File: config.mk
export PLATFORM = sky130hd
export DESIGN_NAME = rio_status
export DESIGN_NICKNAME = d
export VERILOG_FILES = /design/src/hdl/rio_pkg.sv /design/src/hdl/rio_status.sv /design/src/hdl/rio_chan.sv
export VERILOG_INCLUDE_DIRS = /design/src /design/src/hdl
export SDC_FILE = /design/constraint.sdc
export NUM_CORES = 1
export LEC_CHECK = 0
export BUFFER_PORTS_ARGS = -buffer_cell sky130_fd_sc_hd__buf_4
export CAP_MARGIN = 30
export CORE_MARGIN = 1.5
export CORE_UTILIZATION = 50
export CTS_CLUSTER_SIZE = 28
export DETAILED_ROUTE_END_ITERATION = 8
export HOLD_SLACK_MARGIN = 0.08
export PLACE_DENSITY = 0.72
export SYNTH_ARGS = -nofsm -noshare
export SYNTH_HDL_FRONTEND = slang
export SYNTH_SLANG_ARGS = --single-unit
File: constraint.sdc
create_clock -name clk -period 3.2 [get_ports clk]
set_input_delay 0.64 -clock clk [delete_from_list [all_inputs] [get_ports clk]]
set_output_delay 0.64 -clock clk [all_outputs]
set_load 0.01 [all_outputs]
File: src/hdl/rio_map.svh
`ifndef RIO_MAP_SVH
`define RIO_MAP_SVH

// ****************************************************************
// Register bus geometry
// ****************************************************************
`define RIO_ADDR_W        4
`define RIO_DATA_W        32

// ****************************************************************
// Register offsets (word addresses on the plain port)
// ****************************************************************
`define RIO_REG_MODE      4'h0
`define RIO_REG_OUT       4'h1
`define RIO_REG_DIR       4'h2
`define RIO_REG_FLAGS0    4'h3
`define RIO_REG_FLAGS1    4'h4
`define RIO_REG_IRQ_STAT  4'h5
`define RIO_REG_IRQ_MASK  4'h6

// ****************************************************************
// Field positions
// ****************************************************************
`define RIO_F_SHORT       0
`define RIO_F_SENS_LOW    8
`define RIO_F_DRV_LOW     9
`define RIO_F_DRV_VLOW    10
`define RIO_F_COMM        0
`define RIO_F_EVENT       8
`define RIO_F_VALID       16
`define RIO_I_SHORT       0
`define RIO_I_EVENT       8
`define RIO_I_SENS_LOW    16
`define RIO_I_DRV_LOW     17
`define RIO_I_DRV_VLOW    18
`define RIO_IRQ_W         19

// ****************************************************************
// Reset values and limits
// ****************************************************************
`define RIO_MODE_RST      32'h0
`define RIO_OUT_RST       32'h0
`define RIO_DIR_RST       32'h0
`define RIO_IRQ_RST       19'h0
`define RIO_MAX_CH        8

`endif

File: src/hdl/rio_pkg.sv
package rio_pkg;

   // Operating mode of one channel, derived from mode and direction bits
   typedef enum logic [1:0] {
      RIO_MODE_SW_IN,
      RIO_MODE_SW_OUT,
      RIO_MODE_IOLINK
   } rio_mode_t;

endpackage : rio_pkg

File: src/hdl/rio_status.sv
//Function
// - One supply-pin short flag per channel, set while a short is seen.
// - Supply-pin short flag is valid in every channel mode.
// - Sensor-supply low flag set at or below 18 V.
// - Drive-power low flag set at or below 18 V.
// - Drive-power very-low flag at or below 11 V also forces the low flag.
// - Comm-started flag follows communication, IO-Link mode only.
// - Event flag set when the attached device raises an event, IO-Link only.
// - Event flag clears after all pending events were read acyclically, or when the channel leaves IO-Link.
// - Data-valid flag set while process data is valid, IO-Link only.
// - Data-valid flag low whenever no communication takes place.
// - Output lines follow the sixteen output bits, two per channel.
// - Comm-line output bit acts only in switched output mode.
// - Auxiliary output bit acts in IO-Link mode or when its own direction bit selects output.
// - One mode bit per channel: one selects IO-Link, zero switched.
// - IO-Link mode puts only the comm line into IO-Link; aux stays switched.
`timescale 1ns/1ps
`default_nettype none
`include "rio_map.svh"

module rio_status
   import rio_pkg::*;
#(
   parameter int NCH = 8
)(
   // Clock, reset, enable
   input  wire logic                   clk,
   input  wire logic                   rst,
   input  wire logic                   ce,
   // Register port
   input  wire logic [`RIO_ADDR_W-1:0] addr,
   input  wire logic [`RIO_DATA_W-1:0] wdata,
   input  wire logic                   wr,
   input  wire logic                   rd,
   output logic      [`RIO_DATA_W-1:0] rdata,
   // Interrupt
   output logic                        irq,
   // Supply monitor pins (asynchronous)
   input  wire logic [NCH-1:0]         supply_pin_short_in,
   input  wire logic                   sensor_supply_low_in,
   input  wire logic                   drive_power_low_in,
   input  wire logic                   drive_power_very_low_in,
   // IO-Link transceiver logic (same clock)
   input  wire logic [NCH-1:0]         comm_active,
   input  wire logic [NCH-1:0]         event_raise,
   input  wire logic [NCH-1:0]         events_all_read,
   input  wire logic [NCH-1:0]         pd_valid,
   // Cyclic link
   input  wire logic                   link_cycle,
   output logic      [NCH-1:0]         supply_pin_short_flags,
   output logic                        sensor_supply_low_flag,
   output logic                        drive_power_low_flag,
   output logic                        drive_power_very_low_flag,
   output logic      [NCH-1:0]         comm_started_flags,
   output logic      [NCH-1:0]         event_pending_flags,
   output logic      [NCH-1:0]         data_valid_flags,
   // Channel lines
   output logic      [NCH-1:0]         comm_line_drive,
   output logic      [NCH-1:0]         comm_line_iolink_en,
   output logic      [NCH-1:0]         aux_line_drive
);
   import rio_pkg::*;

   localparam int NSYNC = NCH + 3;

   // Refused at elaboration: the field map only has room for eight channels
   if (NCH < 1 || NCH > `RIO_MAX_CH) begin : g_bad_nch
      $error("rio_status: NCH must be 1 to 8");
   end

   function automatic logic hit(input logic [`RIO_ADDR_W-1:0] a,
                                input logic [`RIO_ADDR_W-1:0] off);
      hit = (a == off);
   endfunction : hit

   // ****************************************************************
   // Software registers
   // ****************************************************************
   logic [NCH-1:0]        channel_mode_commands;
   logic [2*NCH-1:0]      line_output_bits;
   logic [2*NCH-1:0]      line_dir;
   logic [`RIO_IRQ_W-1:0] irq_status;
   logic [`RIO_IRQ_W-1:0] irq_mask;
   logic [`RIO_IRQ_W-1:0] irq_set;
   logic [`RIO_IRQ_W-1:0] irq_clr;

   always_ff @(posedge clk) begin
      if (rst) begin
         channel_mode_commands <= NCH'(`RIO_MODE_RST);
      end else if (ce && wr && hit(addr, `RIO_REG_MODE)) begin
         channel_mode_commands <= wdata[NCH-1:0];
      end
   end

   always_ff @(posedge clk) begin
      if (rst) begin
         line_output_bits <= (2*NCH)'(`RIO_OUT_RST);
      end else if (ce && wr && hit(addr, `RIO_REG_OUT)) begin
         line_output_bits <= wdata[2*NCH-1:0];
      end
   end

   always_ff @(posedge clk) begin
      if (rst) begin
         line_dir <= (2*NCH)'(`RIO_DIR_RST);
      end else if (ce && wr && hit(addr, `RIO_REG_DIR)) begin
         line_dir <= wdata[2*NCH-1:0];
      end
   end

   always_ff @(posedge clk) begin
      if (rst) begin
         irq_mask <= `RIO_IRQ_RST;
      end else if (ce && wr && hit(addr, `RIO_REG_IRQ_MASK)) begin
         irq_mask <= wdata[`RIO_IRQ_W-1:0];
      end
   end

   // ****************************************************************
   // Pin synchronisers
   // ****************************************************************
   logic [NSYNC-1:0] sync_a;
   logic [NSYNC-1:0] sync_b;
   logic [NCH-1:0]   short_s;

   always_ff @(posedge clk) begin
      if (rst) begin
         sync_a <= '0;
         sync_b <= '0;
      end else if (ce) begin
         sync_a <= {drive_power_very_low_in, drive_power_low_in,
                    sensor_supply_low_in, supply_pin_short_in};
         sync_b <= sync_a;
      end
   end

   assign short_s = sync_b[NCH-1:0];

   // ****************************************************************
   // Supply flags
   // ****************************************************************
   logic sens_low;
   logic drv_low;
   logic drv_vlow;

   always_ff @(posedge clk) begin
      if (rst) begin
         sens_low <= 1'b0;
         drv_low  <= 1'b0;
         drv_vlow <= 1'b0;
      end else if (ce) begin
         sens_low <= sync_b[NCH];
         // The 11 V comparator also implies the 18 V condition
         drv_low  <= sync_b[NCH+1] | sync_b[NCH+2];
         drv_vlow <= sync_b[NCH+2];
      end
   end

   // ****************************************************************
   // Channels
   // ****************************************************************
   logic [NCH-1:0] short_f;
   logic [NCH-1:0] comm_f;
   logic [NCH-1:0] event_f;
   logic [NCH-1:0] valid_f;

   genvar g;
   generate
      for (g = 0; g < NCH; g++) begin : g_ch
         rio_chan u_chan (
            .clk             (clk),
            .rst             (rst),
            .ce              (ce),
            .mode_iolink     (channel_mode_commands[g]),
            .comm_dir        (line_dir[2*g]),
            .aux_dir         (line_dir[2*g+1]),
            .comm_out_bit    (line_output_bits[2*g]),
            .aux_out_bit     (line_output_bits[2*g+1]),
            .short_s         (short_s[g]),
            .comm_active     (comm_active[g]),
            .event_raise     (event_raise[g]),
            .events_all_read (events_all_read[g]),
            .pd_valid        (pd_valid[g]),
            .mode            (),
            .short_flag      (short_f[g]),
            .comm_started    (comm_f[g]),
            .event_pending   (event_f[g]),
            .data_valid      (valid_f[g]),
            .comm_drive      (comm_line_drive[g]),
            .comm_iolink_en  (comm_line_iolink_en[g]),
            .aux_drive       (aux_line_drive[g])
         );
      end
   endgenerate

   // ****************************************************************
   // Cyclic input image
   // ****************************************************************
   // Image holds between link cycles so the master sees a coherent set
   always_ff @(posedge clk) begin
      if (rst) begin
         supply_pin_short_flags    <= '0;
         sensor_supply_low_flag    <= 1'b0;
         drive_power_low_flag      <= 1'b0;
         drive_power_very_low_flag <= 1'b0;
         comm_started_flags        <= '0;
         event_pending_flags       <= '0;
         data_valid_flags          <= '0;
      end else if (ce && link_cycle) begin
         supply_pin_short_flags    <= short_f;
         sensor_supply_low_flag    <= sens_low;
         drive_power_low_flag      <= drv_low;
         drive_power_very_low_flag <= drv_vlow;
         comm_started_flags        <= comm_f;
         event_pending_flags       <= event_f;
         data_valid_flags          <= valid_f;
      end
   end

   // ****************************************************************
   // Interrupts
   // ****************************************************************
   logic [NCH-1:0] short_q;
   logic [NCH-1:0] event_q;
   logic [2:0]     supply_q;

   always_ff @(posedge clk) begin
      if (rst) begin
         short_q  <= '0;
         event_q  <= '0;
         supply_q <= 3'h0;
      end else if (ce) begin
         short_q  <= short_f;
         event_q  <= event_f;
         supply_q <= {drv_vlow, drv_low, sens_low};
      end
   end

   always_comb begin
      irq_set = '0;
      irq_set[`RIO_I_SHORT +: NCH] = short_f & ~short_q;
      irq_set[`RIO_I_EVENT +: NCH] = event_f & ~event_q;
      irq_set[`RIO_I_SENS_LOW]     = sens_low & ~supply_q[0];
      irq_set[`RIO_I_DRV_LOW]      = drv_low & ~supply_q[1];
      irq_set[`RIO_I_DRV_VLOW]     = drv_vlow & ~supply_q[2];
      irq_clr = '0;
      if (wr && hit(addr, `RIO_REG_IRQ_STAT)) begin
         irq_clr = wdata[`RIO_IRQ_W-1:0];
      end
   end

   // A new event in the clearing cycle survives the clear
   always_ff @(posedge clk) begin
      if (rst) begin
         irq_status <= `RIO_IRQ_RST;
      end else if (ce) begin
         irq_status <= (irq_status & ~irq_clr) | irq_set;
      end
   end

   assign irq = |(irq_status & irq_mask);

   // ****************************************************************
   // Read port
   // ****************************************************************
   logic [`RIO_DATA_W-1:0] next_rdata;

   always_comb begin
      next_rdata = '0;
      case (addr)
         `RIO_REG_MODE: begin
            next_rdata[NCH-1:0] = channel_mode_commands;
         end
         `RIO_REG_OUT: begin
            next_rdata[2*NCH-1:0] = line_output_bits;
         end
         `RIO_REG_DIR: begin
            next_rdata[2*NCH-1:0] = line_dir;
         end
         `RIO_REG_FLAGS0: begin
            next_rdata[`RIO_F_SHORT +: NCH] = short_f;
            next_rdata[`RIO_F_SENS_LOW]     = sens_low;
            next_rdata[`RIO_F_DRV_LOW]      = drv_low;
            next_rdata[`RIO_F_DRV_VLOW]     = drv_vlow;
         end
         `RIO_REG_FLAGS1: begin
            next_rdata[`RIO_F_COMM +: NCH]  = comm_f;
            next_rdata[`RIO_F_EVENT +: NCH] = event_f;
            next_rdata[`RIO_F_VALID +: NCH] = valid_f;
         end
         `RIO_REG_IRQ_STAT: begin
            next_rdata[`RIO_IRQ_W-1:0] = irq_status;
         end
         `RIO_REG_IRQ_MASK: begin
            next_rdata[`RIO_IRQ_W-1:0] = irq_mask;
         end
         default: begin
            next_rdata = '0;
         end
      endcase
   end

   // Read data stand one cycle only, zero otherwise
   always_ff @(posedge clk) begin
      if (rst) begin
         rdata <= '0;
      end else if (ce) begin
         rdata <= rd ? next_rdata : '0;
      end
   end

endmodule : rio_status

`default_nettype wire

File: src/hdl/rio_chan.sv
`timescale 1ns/1ps
`default_nettype none

module rio_chan
   import rio_pkg::*;
(
   // Clock and reset
   input  wire logic         clk,
   input  wire logic         rst,
   input  wire logic         ce,
   // Configuration
   input  wire logic         mode_iolink,
   input  wire logic         comm_dir,
   input  wire logic         aux_dir,
   input  wire logic         comm_out_bit,
   input  wire logic         aux_out_bit,
   // Line side status
   input  wire logic         short_s,
   input  wire logic         comm_active,
   input  wire logic         event_raise,
   input  wire logic         events_all_read,
   input  wire logic         pd_valid,
   // Results
   output rio_pkg::rio_mode_t mode,
   output logic              short_flag,
   output logic              comm_started,
   output logic              event_pending,
   output logic              data_valid,
   output logic              comm_drive,
   output logic              comm_iolink_en,
   output logic              aux_drive
);
   import rio_pkg::*;

   always_comb begin
      if (mode_iolink) begin
         mode = RIO_MODE_IOLINK;
      end else if (comm_dir) begin
         mode = RIO_MODE_SW_OUT;
      end else begin
         mode = RIO_MODE_SW_IN;
      end
   end

   // ****************************************************************
   // Status flags, sampled every clock
   // ****************************************************************
   always_ff @(posedge clk) begin
      if (rst) begin
         short_flag   <= 1'b0;
         comm_started <= 1'b0;
         data_valid   <= 1'b0;
      end else if (ce) begin
         short_flag   <= short_s;
         comm_started <= mode_iolink & comm_active;
         data_valid   <= mode_iolink & comm_active & pd_valid;
      end
   end

   // A raise in the same cycle as the final read keeps the flag up
   always_ff @(posedge clk) begin
      if (rst) begin
         event_pending <= 1'b0;
      end else if (ce) begin
         case (mode)
            RIO_MODE_IOLINK: begin
               if (event_raise) begin
                  event_pending <= 1'b1;
               end else if (events_all_read) begin
                  event_pending <= 1'b0;
               end
            end
            default: begin
               event_pending <= 1'b0;
            end
         endcase
      end
   end

   // ****************************************************************
   // Line drivers
   // ****************************************************************
   always_ff @(posedge clk) begin
      if (rst) begin
         comm_drive     <= 1'b0;
         comm_iolink_en <= 1'b0;
         aux_drive      <= 1'b0;
      end else if (ce) begin
         comm_drive     <= (mode == RIO_MODE_SW_OUT) & comm_out_bit;
         comm_iolink_en <= mode_iolink;
         // Auxiliary line stays switched even in IO-Link mode
         aux_drive      <= (mode_iolink | aux_dir) & aux_out_bit;
      end
   end

endmodule : rio_chan

`default_nettype wire

==> impl_metrics.json <==
{
  "first_pass_grt_wire_length_um": 43400,
  "drv_slew": 0,
  "timing.reg2reg.worst_path_depth": 3,
  "cts_max_level": 1,
  "type_of_element_launching_the_critical_path": "flop",
  "drt_pass1_iterations": 6,
  "hold_viol": 0,
  "drc": 0,
  "yosys_register_bits": 237,
  "register_area_sq_um": 4740,
  "post_cts_resize_count": 0,
  "cts-buffers-inserted": 24,
  "crit_family": "compound AO/OA/AOI/OAI gates",
  "netlist.area_leader.share": 0.483,
  "grt_overflow_total": 0,
  "cts_tree": "yes",
  "total_placed_cells_including_tap_cells": 1475,
  "vdd_drop_max_v": 0.000391,
  "insertedDiodeCount": 0,
  "p_clk_frac": 0.462,
  "critical_path_cell_count": 4,
  "per_cell_via_count_in_the_routed_design": 5.61,
  "netSwitchingPower_mw": 1.46,
  "post_synth_xor_area_fraction": 0,
  "postCtsSetupRepairBufs": 0,
  "power.internal_mw": 4.79,
  "first_global_vias": 7703,
  "p_seq_frac": 0.480,
  "detail_route.wirelength_um": 28800,
  "synth_edf_count": 0,
  "antenna_found_initial": 0,
  "synthSimpleGateAreaFrac": 0.187,
  "max_stage_delay_ns": 0.63,
  "yosys-mux-area-fraction": 0.103,
  "timing.max_slew.rel_slack": 0.484,
  "route.vias.total": 8515,
  "synth-async-reset-ratio": 0,
  "synth-main-ff-cell": "dfxtp_1",
  "fmax_ghz": 0.352,
  "yosysUniqueCellTypes": 50,
  "clock_path_buffers": 3,
  "seq_area_frac_synth": 0.483,
  "port-buffer-count": 155,
  "grt_max_degree": 94,
  "top_post_synthesis_cells_by_area": "dfxtp_1 48%, mux2i_1 9.2%, nand2_1 9.0%",
  "finish.cell_count_without_fillers": 1519,
  "cts_clk_pin_slew_worst_paths_ns": 0.06,
  "initial_utilization": 0.507,
  "number_of_top_level_design_ports": 177,
  "postCtsHoldBufs": 0,
  "syn_avg_cell_area_sq_um": 8.61,
  "number_of_fill_cells_in_the_layout": 1748,
  "power.share.switching": 0.234,
  "multi_input_combinational_cell_area_sq_um": 4400,
  "worst_hold_slack_ns": 0.350,
  "critPathBufInv": 1,
  "tightest_slew_ns": 0.774,
  "cap_violations": 0,
  "synthAdderAreaFrac": 0,
  "dp_hpwl_um": 19500,
  "worst_skew_pair.late_latency_ns": 0.53,
  "rsz_0062_raised_after_global_routing": "no",
  "worst_setup_path_end_kind": "output port",
  "layout-area-overhead-vs-synth_pct": 19.5,
  "run_status": "complete, no violations",
  "yosysWarningCount": 0,
  "cells_along_the_critical_path": "a222oi_1 > nand4_1 > or2_2 > buf_4",
  "largest_family_of_logic_cells_by_synthesized_area": "simple AND/OR/NAND/NOR gates",
  "cts.sink_count": 237,
  "nNetsFinal": 1321,
  "total_power_mw": 6.25,
  "global_placement_routability_congestion": 0.913,
  "power.density_nw_per_um2": 533,
  "cts_root_buf": "clkbuf_16",
  "die-height_um": 143,
  "iteration_0_drc_count_of_the_detailed_router": 711,
  "detail_route.wl_per_cell_um": 19.0,
  "critPathRequiredTime_ns": 2.56,
  "skew_ns": 0.0195,
  "synthesis.instances": 1141,
  "die_width_um": 143,
  "critical_path.slowest_cell": "a222oi_1",
  "crit_path_dat_ns": 2.20,
  "min-delay-path-class": "in -> reg",
  "antenna_left": 0,
  "period_needed_ns": 2.84,
  "setup-violations-final": 0,
  "cp_max_fo": 3,
  "rows": 51,
  "timing_worst_setup_path_type": "reg -> out",
  "detailedPlace.worstSlack_ns": 0.608,
  "comb_power_share": 0.058,
  "total_leakage_power_nw": 4.54,
  "whs_path_depth": 3,
  "timing.final.crit_share": 0.887,
  "layout_setup_ws_ns": 0.361,
  "die-area_sq_um": 20500,
  "netlist_area_sq_um": 9830,
  "fin_tns_setup_ns": 0,
  "fraction_of_final_layout_cells_with_drive_strength_greater_than_1": 0.182,
  "grtUsageTotal": 0.277,
  "synth-compound-area-share": 0.155,
  "synth_largest_area_cell": "dfxtp_1",
  "core_region_sq_um": 19400,
  "timing.reg2reg.setup_slack_ns": 1.67
}
[flip-flops by register name (all words and copies together) (netlist names), 11 cells and up]
name              flops
rdata                24
irq_mask             19
irq_status           19
line_dir             16
line_output_bits     16
sync_a               11
sync_b               11
[routing by layer]
layer | global-route usage | vias to the layer above | routed length [um]
met5 | 0 | - | 0
met4 | 0.0879 | 0 | 775
met3 | 0.0708 | 53 | 3030
met2 | 0.419 | 402 | 12900
met1 | 0.385 | 3974 | 12100
li1 | - | 4086 | -
[cell usage in the layout, fill, tap and decap left out, types with 4 or more instances in the layout]
cell type	count
a32oi_1	4
inv_1	30
nand2_1	235
nand4_1	9
buf_4	168
clkinv_2	6
nand3_1	12
nand3b_1	19
nor2_1	98
o21ai_0	29
a22oi_1	17
mux4_2	5
conb_1	8
or3_1	9
nand4b_1	8
mux2i_1	90
a22o_1	5
o211ai_1	8
o32ai_1	6
clkbuf_16	24
a221oi_1	22
o21ai_1	4
a21oi_1	150
dfxtp_1	237
[power by group through the flow]
stage / Combinational (mW) / Clock, mW / Sequential (mW)
3_3_place_gp: 0.355 / 0 / 3.07
4_1_cts: 0.358 / 2.93 / 3.00
6_report: 0.363 / 2.89 / 3.00
5_1_grt: 0.387 / 3.06 / 3.00
3_5_place_dp: 0.357 / 0 / 3.07
2_1_floorplan: 0.216 / 0 / 3.06
[cell usage after synthesis, drive strengths merged (4+ instances only)]
cell type  count
dfxtp        237
nand2        235
a21oi        150
nor2          99
mux2i         90
buf           64
clkbuf        46
o21ai         33
inv           31
a221oi        22
nand3b        19
a22oi         17
nand3         13
nand4         10
or3            9
nand4b         8
o211ai         8
o32ai          6
a22o           5
mux4           5
a32oi          4
[worst register-to-register path: stages (launching register included)]
cell and delay (ns):
dfxtp_1 0.73, mux4_2 0.36, nand2_1 0.06, a221oi_1 0.29
[final cells by class]
type	instances	area share
inverter	31	0.00991
timing repair buffer	172	0.113
clock buffer	29	0.0544
multi-input combinational	770	0.375
sequential	237	0.404
clock inverter	15	0.0150
tap	265	0.0282
[final timing paths]
check,start,end
hold reg to reg,comm_started_flags[3],comm_started_flags[3]
hold / removal,supply_pin_short_in[3],sync_a[3]
setup reg to reg,channel_mode_commands[5],rdata[5]
setup / recovery,irq_mask[9],irq
[logic make-up after synthesis]
family,Yosys count
flip-flops,237
AO/OA/AOI/OAI,257
other,1
buffers and inverters,141
multiplexers,95
AND/OR/NAND/NOR,410
[through the flow]
stage / instance area, sq um / utilization
finish: 11700 / 0.605
global route: 11700 / 0.605
CTS: 11700 / 0.605
detailed placement: 10900 / 0.563
global placement: 10900 / 0.563
floorplan: 9850 / -
(Power assumes the default switching activity.)
